===== src/shared/clr_pkg.sv =====
`default_nettype none
package clr_pkg;
  // ==========================================================
  // clock and timing
  localparam int CLK_PERIOD_PS = 4000;
  localparam int T_POR_ASSERT_NS = 3000;
  localparam int T_BOD_ASSERT_NS = 3000;
  localparam int T_BOD_ACTIVE_NS = 55000;
  localparam int T_BOD_ENABLE_NS = 35000;
  localparam int POR_ASSERT_CYC = (T_POR_ASSERT_NS * 1000) / CLK_PERIOD_PS;
  localparam int BOD_ASSERT_CYC = (T_BOD_ASSERT_NS * 1000) / CLK_PERIOD_PS;
  localparam int BOD_ACTIVE_CYC = (T_BOD_ACTIVE_NS * 1000) / CLK_PERIOD_PS;
  localparam int BOD_ENABLE_CYC = (T_BOD_ENABLE_NS * 1000) / CLK_PERIOD_PS;
  localparam int CNT_W = 16;

  // ==========================================================
  // register map (byte addresses)
  localparam logic [7:0] ADDR_CTRL = 8'h00;
  localparam logic [7:0] ADDR_STATUS = 8'h04;
  localparam logic [7:0] ADDR_INT_STATUS = 8'h08;
  localparam logic [7:0] ADDR_INT_MASK = 8'h0C;

  // ==========================================================
  // field positions
  localparam int CTRL_BOD_EN_BIT = 0;
  localparam int ST_POR_N_BIT = 0;
  localparam int ST_BOD_N_BIT = 1;
  localparam int ST_BOD_ACTIVE_BIT = 2;
  localparam int ST_CAUSE_LSB = 8;
  localparam int ST_RESTART_BIT = 12;
  localparam int INT_RELEASE_BIT = 0;
  localparam int INT_BROWNOUT_BIT = 1;
  localparam int INT_RESTART_BIT = 2;
  localparam int INT_W = 3;

  // ==========================================================
  // reset values
  localparam logic CTRL_BOD_EN_RST = 1'b1;
  localparam logic [2:0] CAUSE_RST = 3'h1;
  localparam logic [INT_W-1:0] INT_MASK_RST = 3'h0;

  typedef enum logic [1:0] {
    BOD_OFF,
    BOD_WAIT,
    BOD_ON
  } clr_bod_e;
endpackage : clr_pkg
`default_nettype wire


===== src/logic/clr_chip_reset.sv =====
// Functional notes
// - two resets: main chip, debug port only
// - both held on power-on, brown-out, run low
// - debug restart holds main reset only
// - main reset rising hands over to sequencer
// - power-on release after supply good delay
// - power-on output stays high unless brown-out
// - brown-out trips after persistent low supply
// - brown-out trip restarts power-on reset
// - detection auto-enabled, active after activation delay
// - software bit disables or re-enables detection
// - re-enable waits enable delay before acting
// - disabled detection forces brown-out output high
// - any register reset sets enable bit
// - supply reset activation delay, others enable delay only if detection was off
// - one-hot cause flags of last reset
// - debug restart sets persistent restart flag
// - release once run high, others released
//
// The AHB-Lite interface to the registers and the register addresses are this design's own decisions.
`timescale 1ns/1ps
`default_nettype none
module clr_chip_reset
  import clr_pkg::*;
#(
  parameter int BOD_ACTIVE_CNT = BOD_ACTIVE_CYC,
  parameter int BOD_ENABLE_CNT = BOD_ENABLE_CYC
) (
  input wire logic hclk,
  input wire logic hresetn,
  input wire logic hsel,
  input wire logic [31:0] haddr,
  input wire logic [1:0] htrans,
  input wire logic hwrite,
  input wire logic [2:0] hsize,
  input wire logic [31:0] hwdata,
  input wire logic hready,
  output logic hreadyout,
  output logic hresp,
  output logic [31:0] hrdata,
  input wire logic core_supply_good,
  input wire logic core_supply_low,
  input wire logic run_pin,
  input wire logic debug_restart_req,
  output logic main_reset_n,
  output logic debug_port_reset_n,
  output logic irq
);

  // ==========================================================
  // synchronisers
  logic run_s1_r;
  logic run_s2_r;
  logic good_s1_r;
  logic good_s2_r;
  logic low_s1_r;
  logic low_s2_r;

  always_ff @(posedge hclk or negedge hresetn) begin
    if (!hresetn) begin
      run_s1_r <= 1'b0;
      run_s2_r <= 1'b0;
      good_s1_r <= 1'b0;
      good_s2_r <= 1'b0;
      low_s1_r <= 1'b0;
      low_s2_r <= 1'b0;
    end else begin
      run_s1_r <= run_pin;
      run_s2_r <= run_s1_r;
      good_s1_r <= core_supply_good;
      good_s2_r <= good_s1_r;
      low_s1_r <= core_supply_low;
      low_s2_r <= low_s1_r;
    end
  end

  // ==========================================================
  // power-on reset
  logic por_n_r;
  logic bod_n_r;
  logic [CNT_W-1:0] por_cnt_r;
  logic [CNT_W-1:0] por_cnt_nxt;
  logic por_n_nxt;
  wire logic por_done = good_s2_r && (por_cnt_r == CNT_W'(POR_ASSERT_CYC));

  always_comb begin
    por_n_nxt = por_n_r;
    por_cnt_nxt = por_cnt_r;
    if (!bod_n_r) begin
      por_n_nxt = 1'b0;
      por_cnt_nxt = '0;
    end else if (!por_n_r) begin
      if (!good_s2_r) begin
        por_cnt_nxt = '0;
      end else if (por_done) begin
        por_n_nxt = 1'b1;
      end else begin
        por_cnt_nxt = por_cnt_r + 1'b1;
      end
    end
  end

  // once high, a falling supply alone never pulls it back down
  always_ff @(posedge hclk or negedge hresetn) begin
    if (!hresetn) begin
      por_n_r <= 1'b0;
      por_cnt_r <= '0;
    end else begin
      por_n_r <= por_n_nxt;
      por_cnt_r <= por_cnt_nxt;
    end
  end

  // ==========================================================
  // reset outputs
  // run low asserts both resets without waiting for the synchroniser
  wire logic run_ok = run_pin && run_s2_r;
  assign debug_port_reset_n = run_ok && por_n_r;
  assign main_reset_n = debug_port_reset_n && !debug_restart_req;

  // ==========================================================
  // brown-out detection enable and activation
  logic bod_en_r;
  clr_bod_e bod_st_r;
  clr_bod_e bod_st_nxt;
  logic sel_act_r;
  logic sel_act_nxt;
  logic [CNT_W-1:0] wait_cnt_r;
  logic [CNT_W-1:0] wait_cnt_nxt;
  wire logic [CNT_W-1:0] wait_target =
    sel_act_r ? CNT_W'(BOD_ACTIVE_CNT) : CNT_W'(BOD_ENABLE_CNT);
  // gated by the enable so a cleared bit silences the trip at once, not a cycle later
  wire logic bod_active = (bod_st_r == BOD_ON) && bod_en_r;

  always_comb begin
    bod_st_nxt = bod_st_r;
    sel_act_nxt = sel_act_r;
    wait_cnt_nxt = wait_cnt_r;
    if (!por_n_r) begin
      bod_st_nxt = BOD_WAIT;
      sel_act_nxt = 1'b1;
      wait_cnt_nxt = '0;
    end else if (!bod_en_r) begin
      bod_st_nxt = BOD_OFF;
    end else begin
      case (bod_st_r)
        BOD_OFF: begin
          bod_st_nxt = BOD_WAIT;
          sel_act_nxt = 1'b0;
          wait_cnt_nxt = '0;
        end
        BOD_WAIT: begin
          if (wait_cnt_r == wait_target) begin
            bod_st_nxt = BOD_ON;
          end else begin
            wait_cnt_nxt = wait_cnt_r + 1'b1;
          end
        end
        BOD_ON: begin
          bod_st_nxt = BOD_ON;
        end
        default: begin
          bod_st_nxt = BOD_OFF;
        end
      endcase
    end
  end

  always_ff @(posedge hclk or negedge hresetn) begin
    if (!hresetn) begin
      bod_st_r <= BOD_WAIT;
      sel_act_r <= 1'b1;
      wait_cnt_r <= '0;
    end else begin
      bod_st_r <= bod_st_nxt;
      sel_act_r <= sel_act_nxt;
      wait_cnt_r <= wait_cnt_nxt;
    end
  end

  // ==========================================================
  // brown-out trip
  logic [CNT_W-1:0] bod_cnt_r;
  logic [CNT_W-1:0] bod_cnt_nxt;
  logic bod_n_nxt;

  always_comb begin
    bod_n_nxt = 1'b1;
    bod_cnt_nxt = '0;
    if (bod_active && low_s2_r) begin
      if (bod_cnt_r == CNT_W'(BOD_ASSERT_CYC)) begin
        bod_n_nxt = 1'b0;
        bod_cnt_nxt = bod_cnt_r;
      end else begin
        bod_cnt_nxt = bod_cnt_r + 1'b1;
      end
    end
  end

  always_ff @(posedge hclk or negedge hresetn) begin
    if (!hresetn) begin
      bod_n_r <= 1'b1;
      bod_cnt_r <= '0;
    end else begin
      bod_n_r <= bod_n_nxt;
      bod_cnt_r <= bod_cnt_nxt;
    end
  end

  // ==========================================================
  // bus slave: zero wait states, read data fetched in address phase
  logic wr_pend_r;
  logic [7:0] wr_addr_r;
  logic [INT_W-1:0] int_st_r;
  logic [INT_W-1:0] int_mask_r;
  logic [2:0] cause_r;
  logic restart_r;
  wire logic addr_ph = hsel && hready && htrans[1];
  wire logic [7:0] a_off = haddr[7:0];
  wire logic wr_ctrl = wr_pend_r && (wr_addr_r == ADDR_CTRL);
  wire logic wr_status = wr_pend_r && (wr_addr_r == ADDR_STATUS);
  wire logic wr_int = wr_pend_r && (wr_addr_r == ADDR_INT_STATUS);
  wire logic wr_mask = wr_pend_r && (wr_addr_r == ADDR_INT_MASK);
  wire logic [31:0] status_word = {19'h0, restart_r, 1'b0, cause_r, 5'h0,
                                   bod_active, bod_n_r, por_n_r};
  wire logic [31:0] rd_word =
    (a_off == ADDR_CTRL) ? {31'h0, bod_en_r} :
    (a_off == ADDR_STATUS) ? status_word :
    (a_off == ADDR_INT_STATUS) ? {29'h0, int_st_r} :
    (a_off == ADDR_INT_MASK) ? {29'h0, int_mask_r} : 32'h0000_0000;

  assign hreadyout = 1'b1;
  assign hresp = 1'b0;

  always_ff @(posedge hclk or negedge hresetn) begin
    if (!hresetn) begin
      wr_pend_r <= 1'b0;
      wr_addr_r <= 8'h00;
      hrdata <= 32'h0000_0000;
    end else begin
      wr_pend_r <= addr_ph && hwrite;
      wr_addr_r <= addr_ph ? a_off : wr_addr_r;
      hrdata <= (addr_ph && !hwrite) ? rd_word : hrdata;
    end
  end

  // ==========================================================
  // control register: held at its reset value while the chip is in reset
  always_ff @(posedge hclk or negedge hresetn) begin
    if (!hresetn) begin
      bod_en_r <= CTRL_BOD_EN_RST;
    end else if (!main_reset_n) begin
      bod_en_r <= CTRL_BOD_EN_RST;
    end else if (wr_ctrl) begin
      bod_en_r <= hwdata[CTRL_BOD_EN_BIT];
    end
  end

  // ==========================================================
  // reset cause and restart flag
  function automatic logic [INT_W-1:0] set_w1c(input logic [INT_W-1:0] cur,
                                               input logic [INT_W-1:0] set,
                                               input logic [INT_W-1:0] clr);
    // a set in the clearing cycle survives
    set_w1c = (cur & ~clr) | set;
  endfunction : set_w1c

  wire logic src_sup = !por_n_r;
  wire logic src_pin = !run_ok;
  wire logic [2:0] cause_nxt = {debug_restart_req && !src_pin && !src_sup,
                                src_pin && !src_sup, src_sup};
  wire logic [INT_W-1:0] rst_clr = {2'h0, wr_status && hwdata[ST_RESTART_BIT]};
  wire logic [INT_W-1:0] rst_flag = set_w1c({2'h0, restart_r}, {2'h0, debug_restart_req}, rst_clr);

  always_ff @(posedge hclk or negedge hresetn) begin
    if (!hresetn) begin
      cause_r <= CAUSE_RST;
      restart_r <= 1'b0;
    end else begin
      cause_r <= main_reset_n ? cause_r : cause_nxt;
      restart_r <= rst_flag[0];
    end
  end

  // ==========================================================
  // interrupts
  logic main_q_r;
  logic bod_q_r;
  logic dbg_q_r;
  wire logic [INT_W-1:0] ev = {debug_restart_req && !dbg_q_r, !bod_n_r && bod_q_r,
                               main_reset_n && !main_q_r};
  wire logic [INT_W-1:0] int_clr = wr_int ? hwdata[INT_W-1:0] : '0;

  always_ff @(posedge hclk or negedge hresetn) begin
    if (!hresetn) begin
      main_q_r <= 1'b0;
      bod_q_r <= 1'b1;
      dbg_q_r <= 1'b0;
      int_st_r <= '0;
      int_mask_r <= INT_MASK_RST;
    end else begin
      main_q_r <= main_reset_n;
      bod_q_r <= bod_n_r;
      dbg_q_r <= debug_restart_req;
      int_st_r <= set_w1c(int_st_r, ev, int_clr);
      int_mask_r <= wr_mask ? hwdata[INT_W-1:0] : int_mask_r;
    end
  end

  assign irq = |(int_st_r & int_mask_r);
endmodule : clr_chip_reset
`default_nettype wire


===== config.mk =====
export PLATFORM = sky130hd
export DESIGN_NAME = clr_chip_reset
export DESIGN_NICKNAME = d
export VERILOG_FILES = /design/src/shared/clr_pkg.sv /design/src/logic/clr_chip_reset.sv
export SDC_FILE = /design/constraint.sdc
export NUM_CORES = 1
export LEC_CHECK = 0
export BUFFER_PORTS_ARGS = -buffer_cell sky130_fd_sc_hd__clkbuf_2
export CORE_MARGIN = 4
export CORE_UTILIZATION = 58
export DETAILED_ROUTE_END_ITERATION = 10
export GPL_ROUTABILITY_DRIVEN = 1
export GPL_TIMING_DRIVEN = 0
export PLACE_DENSITY = 0.86
export SYNTH_ARGS = -nofsm -noshare
export SYNTH_HDL_FRONTEND = slang
export SYNTH_SLANG_ARGS = --single-unit

===== constraint.sdc =====
create_clock -name hclk -period 3 [get_ports hclk]
set_input_delay 0.6 -clock hclk [delete_from_list [all_inputs] [get_ports hclk]]
set_output_delay 0.6 -clock hclk [all_outputs]
set_load 0.01 [all_outputs]

Word-level counts from Yosys, hierarchy flattened
Cells that the tools add are included.
{"block": "word_totals", "regBits": 114}
{"block": "op_classes", "n_reduce_logical": 35, "muxes": 31, "n_eq_ne": 20, "n_bitwise": 7, "add_sub_neg": 3}
{"operator": "two-way mux 16 bit", "count": 9}
{"operator": "adder 16 x 1 -> 16 bit, second input constant", "count": 3}
{"operator": "two-way mux 13 bit", "count": 3}
{"operator": "== test 16 x 10 -> 1 bit, second input constant", "count": 2}
{"operator": "== test 8 x 4 -> 1 bit, second input constant", "count": 4}
{"operator": "case mux 16 bit (2 select lines)", "count": 1}
{"operator": "logical AND 1 bit", "count": 21}
{"operator": "== test 16 x 14 -> 1 bit", "count": 1}
{"operator": "== test 8 x 3 -> 1 bit, second input constant", "count": 2}
{"operator": "zero test 8 bit", "count": 2}
{"operator": "two-way mux 1 bit", "count": 11}
{"operator": "two-way mux 3 bit", "count": 3}
{"operator": "zero test 1 bit", "count": 7}
{"operator": "bitwise AND 3 bit", "count": 2}
{"operator": "two-way mux 2 bit", "count": 3}
{"operator": "!= test 2 x 1 -> 1 bit, second input constant", "count": 3}
{"operator": "!= test 3 bit, second input constant", "count": 2}
{"operator": "case mux 2 bit (3 select lines)", "count": 1}
{"operator": "!= test 2 bit, second input constant", "count": 2}
{"operator": "!= test 4 bit, second input constant", "count": 1}
{"operator": "AND reduction 2 bit", "count": 2}
{"operator": "!= test 3 x 1 -> 1 bit, second input constant", "count": 1}
{"operator": "inverter 3 bit", "count": 1}
{"operator": "OR 3 bit", "count": 1}
{"operator": "other kinds (8)", "count": 8}

Logic depth before layout (Yosys ltp)
{"block": "depth", "depth_word": 6, "ltp_mapped": 7, "ltp_nobuf": 7}

Least setup slack after synthesis
OpenSTA, ideal clock, no wires.
{"block": "synth_path", "path_kind": "input -> register", "from": "in haddr[1]", "to": "reg hrdata[10]", "path_buffers": 0, "slack_ns": 0.962, "stages": 4, "t_arrival_ns": 1.972, "cell_sequence": "or4_1 -> or4_1 -> nor3b_2 -> a22o_1"}
{"block": "synth_between", "elab_chain_cells": 3, "word_cells_on_any_way": 4, "cone_classes": "eq/ne (1); mux (2); reduce/logical (1)"}
{"item": "start, declared", "line": "clr_chip_reset.sv:32", "source": "input wire logic [31:0] haddr,"}
{"item": "== test 8 x 3 -> 1 bit", "line": "clr_chip_reset.sv:228", "source": "(a_off == ADDR_STATUS) ? status_word :"}
{"item": "two-way mux 13 bit", "line": "clr_chip_reset.sv:228"}
{"item": "two-way mux 13 bit *", "line": "clr_chip_reset.sv:227", "source": "(a_off == ADDR_CTRL) ? {31'h0, bod_en_r} :"}
{"item": "end signal, assigned", "line": "clr_chip_reset.sv:243", "source": "hrdata <= (addr_ph && !hwrite) ? rd_word : hrdata;"}
{"item": "end, declared", "line": "clr_chip_reset.sv:40", "source": "output logic [31:0] hrdata,"}
Mark *: on every way between the ends. The rest lies on a longest branch, timed or not.
A chain may end at the register's enable or synchronous reset.

Worst setup path in the final report
{"block": "layout_path", "from": "reg por_cnt_r[12]", "to": "reg por_cnt_r[1]"}
{"block": "layout_between", "elab_chain_cells": 4}
{"item": "start, declared", "line": "clr_chip_reset.sv:81", "source": "logic [CNT_W-1:0] por_cnt_r;"}
{"item": "start signal, assigned", "line": "clr_chip_reset.sv:110", "source": "por_cnt_r <= por_cnt_nxt;"}
{"item": "== test 16 x 10 -> 1 bit", "line": "clr_chip_reset.sv:84", "source": "wire logic por_done = good_s2_r && (por_cnt_r == CNT_W'(POR_ASSERT_CYC));"}
{"item": "logical AND 1 bit", "line": "clr_chip_reset.sv:84"}
{"item": "!= test 3 bit (no source line)"}
{"item": "AND reduction 2 bit (no source line)"}
No other way between the ends.

==> results.sh <==
export IMPL_status="completed"
export IMPL_synth_cells=475
export IMPL_numCtsBuffers=9
export IMPL_max_cap_check_violation_count=0
export IMPL_drc_errors=0
export IMPL_die_h_um=98.5
export IMPL_pwr_density_cell_nw_per_um2=426
export IMPL_antenna_violations_before_repair=0
export IMPL_r2r_slack_ps=810
export IMPL_clock_latency_ps=360
export IMPL_cts_sink_count=89
export IMPL_clk_pin_slew_ps=90
export IMPL_post_synth_num_cell_types=68
export IMPL_place_detailed_hpwl_um=7490
export IMPL_drive_gt1_share_pct=20.4
export IMPL_ir_worst_vdd_v=0.000335
export IMPL_post_detailed_route_wirelength_per_cell_um=15.9
export IMPL_timing_setup_critical_path_class="reg2reg"
export IMPL_place_congestion=0.893
export IMPL_reg2regPathDepth=5
export IMPL_critical_path_slowest_cell="sky130_fd_sc_hd__o41ai_4"
export IMPL_hold_viol=0
export IMPL_filler_cell_count=601
export IMPL_cp_cell_sequence="or4b_4 -> o41ai_4 -> nand2_4 -> inv_2 -> o31ai_1"
export IMPL_synth_enable_flop_cells=0
export IMPL_wire_length_of_the_first_global_routing_pass_um=17500
export IMPL_layout_worst_path_cycle_share_pct=73.1
export IMPL_start_util_pct=60.6
export IMPL_synth_main_ff_cell="sky130_fd_sc_hd__dfrtp_1"
export IMPL_yosys_warnings=0
export IMPL_postLayoutCoreUtil_pct=68.4
export IMPL_drtIter0Drc=272
export IMPL_drt_wl_total_um=10400
export IMPL_worstSetupStartpointType="register"
export IMPL_via_count=3885
export IMPL_synthesis_area_um2=4750
export IMPL_postSynthRegisterBits=89
export IMPL_pin_count=115
export IMPL_relSlewSlack_pct=57.3
export IMPL_critical_path_peak_fanout=9
export IMPL_critPathMaxStageDelay_ps=620
export IMPL_worstMarginPinSlew_ps=641
export IMPL_rr_endpoint="por_cnt_r[1]"
export IMPL_cts_root_buf="sky130_fd_sc_hd__clkbuf_8"
export IMPL_worst_path_dominant_cell_family="simple AND/OR/NAND/NOR gates"
export IMPL_post_cts_hold_buffer_count=0
export IMPL_share_of_flip_flops_with_an_asynchronous_set_or_reset_after_synthesis_pct=100
export IMPL_layout_commonest_cell="sky130_fd_sc_hd__dfrtp_1"
export IMPL_max_freq_mhz=456
export IMPL_ctsResizeCount=0
export IMPL_worstPathBufferInverterCount=1
export IMPL_firstDrtPassIters=5
export IMPL_finalMaxSlewViolations=0
export IMPL_die_area_um2=9710
export IMPL_worst_ep_arrival_time_ps=2430
export IMPL_worstHoldPathType="in2async"
export IMPL_maximum_count_of_clock_buffers_along_a_single_path=2
export IMPL_grt_util_all_layers_pct=21.9
export IMPL_tns_ps=0
export IMPL_route_detailed_vias_per_inst=5.98
export IMPL_placement_io_buffers=31
export IMPL_grt_overflow_total=0
export IMPL_vias_in_the_first_global_route=3593
export IMPL_r2r_start="por_cnt_r[12]"
export IMPL_nNetsFinal=630
export IMPL_yosysSeqAreaShare_pct=47.0
export IMPL_finalWorstPathRequiredPeriod_ps=2190
export IMPL_tritoncts="done"
export IMPL_worst_setup_path_end_kind="register"
export IMPL_setup_viol_count_final=0
export IMPL_syn_area_per_cell_um2=10.0
export IMPL_p_leak_uw=0.00234
export IMPL_antennaDiodeCount=0
export IMPL_worst_ep_required_time_ps=3240
export IMPL_number_of_rows_in_the_core_area=32
export IMPL_rsz0062_at_grt="false"
export IMPL_worst_clock_skew_ps=12.3
export IMPL_final_antenna_net_count=0
export IMPL_layout_cells_most_common_list="sky130_fd_sc_hd__dfrtp_1 (83), sky130_fd_sc_hd__nand2_1 (37), sky130_fd_sc_hd__clkbuf_2 (30), sky130_fd_sc_hd__buf_4 (27), sky130_fd_sc_hd__conb_1 (27)"
export IMPL_grt_max_degree=47
export IMPL_post_cts_repair_setup_buffers=0
export IMPL_cts_max_level=3
export IMPL_layout_area_overhead_vs_synth_pct=13.0
export IMPL_chipWidth_um=98.5
export IMPL_coreArea_um2=7850
==> synthesized netlist by cell type, types with 3 or more instances <==
library cell | instances | area, um2
sky130_fd_sc_hd__dfrtp_1 | 83 | 2080
sky130_fd_sc_hd__nand2_1 | 37 | 139
sky130_fd_sc_hd__buf_4 | 27 | 203
sky130_fd_sc_hd__nand3_1 | 26 | 130
sky130_fd_sc_hd__nor2_1 | 26 | 97.6
sky130_fd_sc_hd__inv_1 | 22 | 82.6
sky130_fd_sc_hd__a21oi_1 | 20 | 100
sky130_fd_sc_hd__o21ai_0 | 18 | 90.1
sky130_fd_sc_hd__nand4_1 | 17 | 106
sky130_fd_sc_hd__nor4_1 | 14 | 87.6
sky130_fd_sc_hd__mux2_2 | 13 | 146
sky130_fd_sc_hd__a31oi_1 | 11 | 68.8
sky130_fd_sc_hd__or4_1 | 11 | 82.6
sky130_fd_sc_hd__or3_1 | 10 | 62.6
sky130_fd_sc_hd__xnor2_1 | 10 | 87.6
sky130_fd_sc_hd__clkbuf_1 | 9 | 33.8
sky130_fd_sc_hd__ha_1 | 9 | 113
sky130_fd_sc_hd__a22o_1 | 8 | 70.1
sky130_fd_sc_hd__nor3_1 | 7 | 35.0
sky130_fd_sc_hd__dfstp_2 | 6 | 158
sky130_fd_sc_hd__mux2i_1 | 6 | 60.1
sky130_fd_sc_hd__o31ai_1 | 6 | 45.0
sky130_fd_sc_hd__nand2b_1 | 5 | 31.3
sky130_fd_sc_hd__nand4b_1 | 5 | 43.8
sky130_fd_sc_hd__a21o_1 | 4 | 30.0
sky130_fd_sc_hd__a22oi_1 | 4 | 30.0
sky130_fd_sc_hd__o21a_1 | 4 | 30.0
sky130_fd_sc_hd__and2_1 | 3 | 18.8
sky130_fd_sc_hd__o22ai_1 | 3 | 18.8
sky130_fd_sc_hd__or2_2 | 3 | 18.8
sky130_fd_sc_hd__xor2_1 | 3 | 26.3
==> area by class of cell <==
| type | count | area [um2] | area share (%) |
|---|---|---|---|
| plain buffers | 40 | 269 | 5.01 |
| clock buffers | 11 | 151 | 2.82 |
| clock inverters | 5 | 60.1 | 1.12 |
| inverters | 23 | 86.3 | 1.61 |
| multi-input cells | 348 | 2260 | 42.0 |
| flip-flops and latches | 89 | 2230 | 41.6 |
| well taps | 102 | 128 | 2.38 |
| repair buffers | 32 | 185 | 3.45 |
==> power by group <==
group	total [uW]	leakage [uW]	internal [uW]	switching [uW]
logic	155	0.00106	72.8	82.4
registers	1260	0.00117	1230	25.0
clock network	876	0.000106	435	440
==> through the flow <==
stage | hold slack [ps] | setup slack, ps | cells | cell area, um2 | total power [uW]
2_1_floorplan | 304 | 962 | 500 | 4850 | 1370
3_3_place_gp | 333 | 344 | 633 | 5130 | 1420
3_5_place_dp | 339 | 556 | 634 | 5160 | 1430
4_1_cts | 299 | 814 | 650 | 5370 | 2300
5_1_grt | 321 | 718 | 650 | 5370 | 2380
6_report | 274 | 807 | 650 | 5370 | 2290
==> state kept, by name (all words and copies together) (netlist names), 2 cells and up <==
signal	cells
cause_r	3
bod_cnt_r	16
hrdata	7
wait_cnt_r	16
int_st_r	3
bod_st_r	2
int_mask_r	3
por_cnt_r	16
wr_addr_r	8
==> worst max path at each step <==
stage | depth (start not counted) | slack, ps | from | endpoint
after global routing | 5 | 720 | por_cnt_r[12] | por_cnt_r[1]
after CTS | 5 | 810 | por_cnt_r[12] | por_cnt_r[1]
final | 5 | 810 | por_cnt_r[12] | por_cnt_r[1]
after detailed placement | 5 | 560 | hwrite | hrdata[8]
after global placement | 1 | 340 | hresetn | restart_r
after floorplan | 4 | 960 | haddr[1] | hrdata[10]
==> layer usage <==
metal  GRT usage, %  vias to the layer above  routed length (um)
met5              0                        -                   0
met4           4.73                        0                 119
met3           5.24                       19                 714
met2           36.1                      147                5110
met1           29.7                     1879                4410
li1               -                     1840                   -
==> kinds of logic (layout without fill, tap and decap cells) <==
group	Yosys count	after routing	share of synthesized area, %
AOI/OAI and AO/OA	94	94	13.5
xor gates and xnor gates	13	13	2.40
adders and majority gates	9	9	2.37
buffers and inverters	63	111	7.48
DFF	89	89	47.0
muxes	20	20	4.82
other	2	27	0.158
and+or+nand+nor	185	185	22.3
Note: power is estimated with default switching activity, not from simulation.
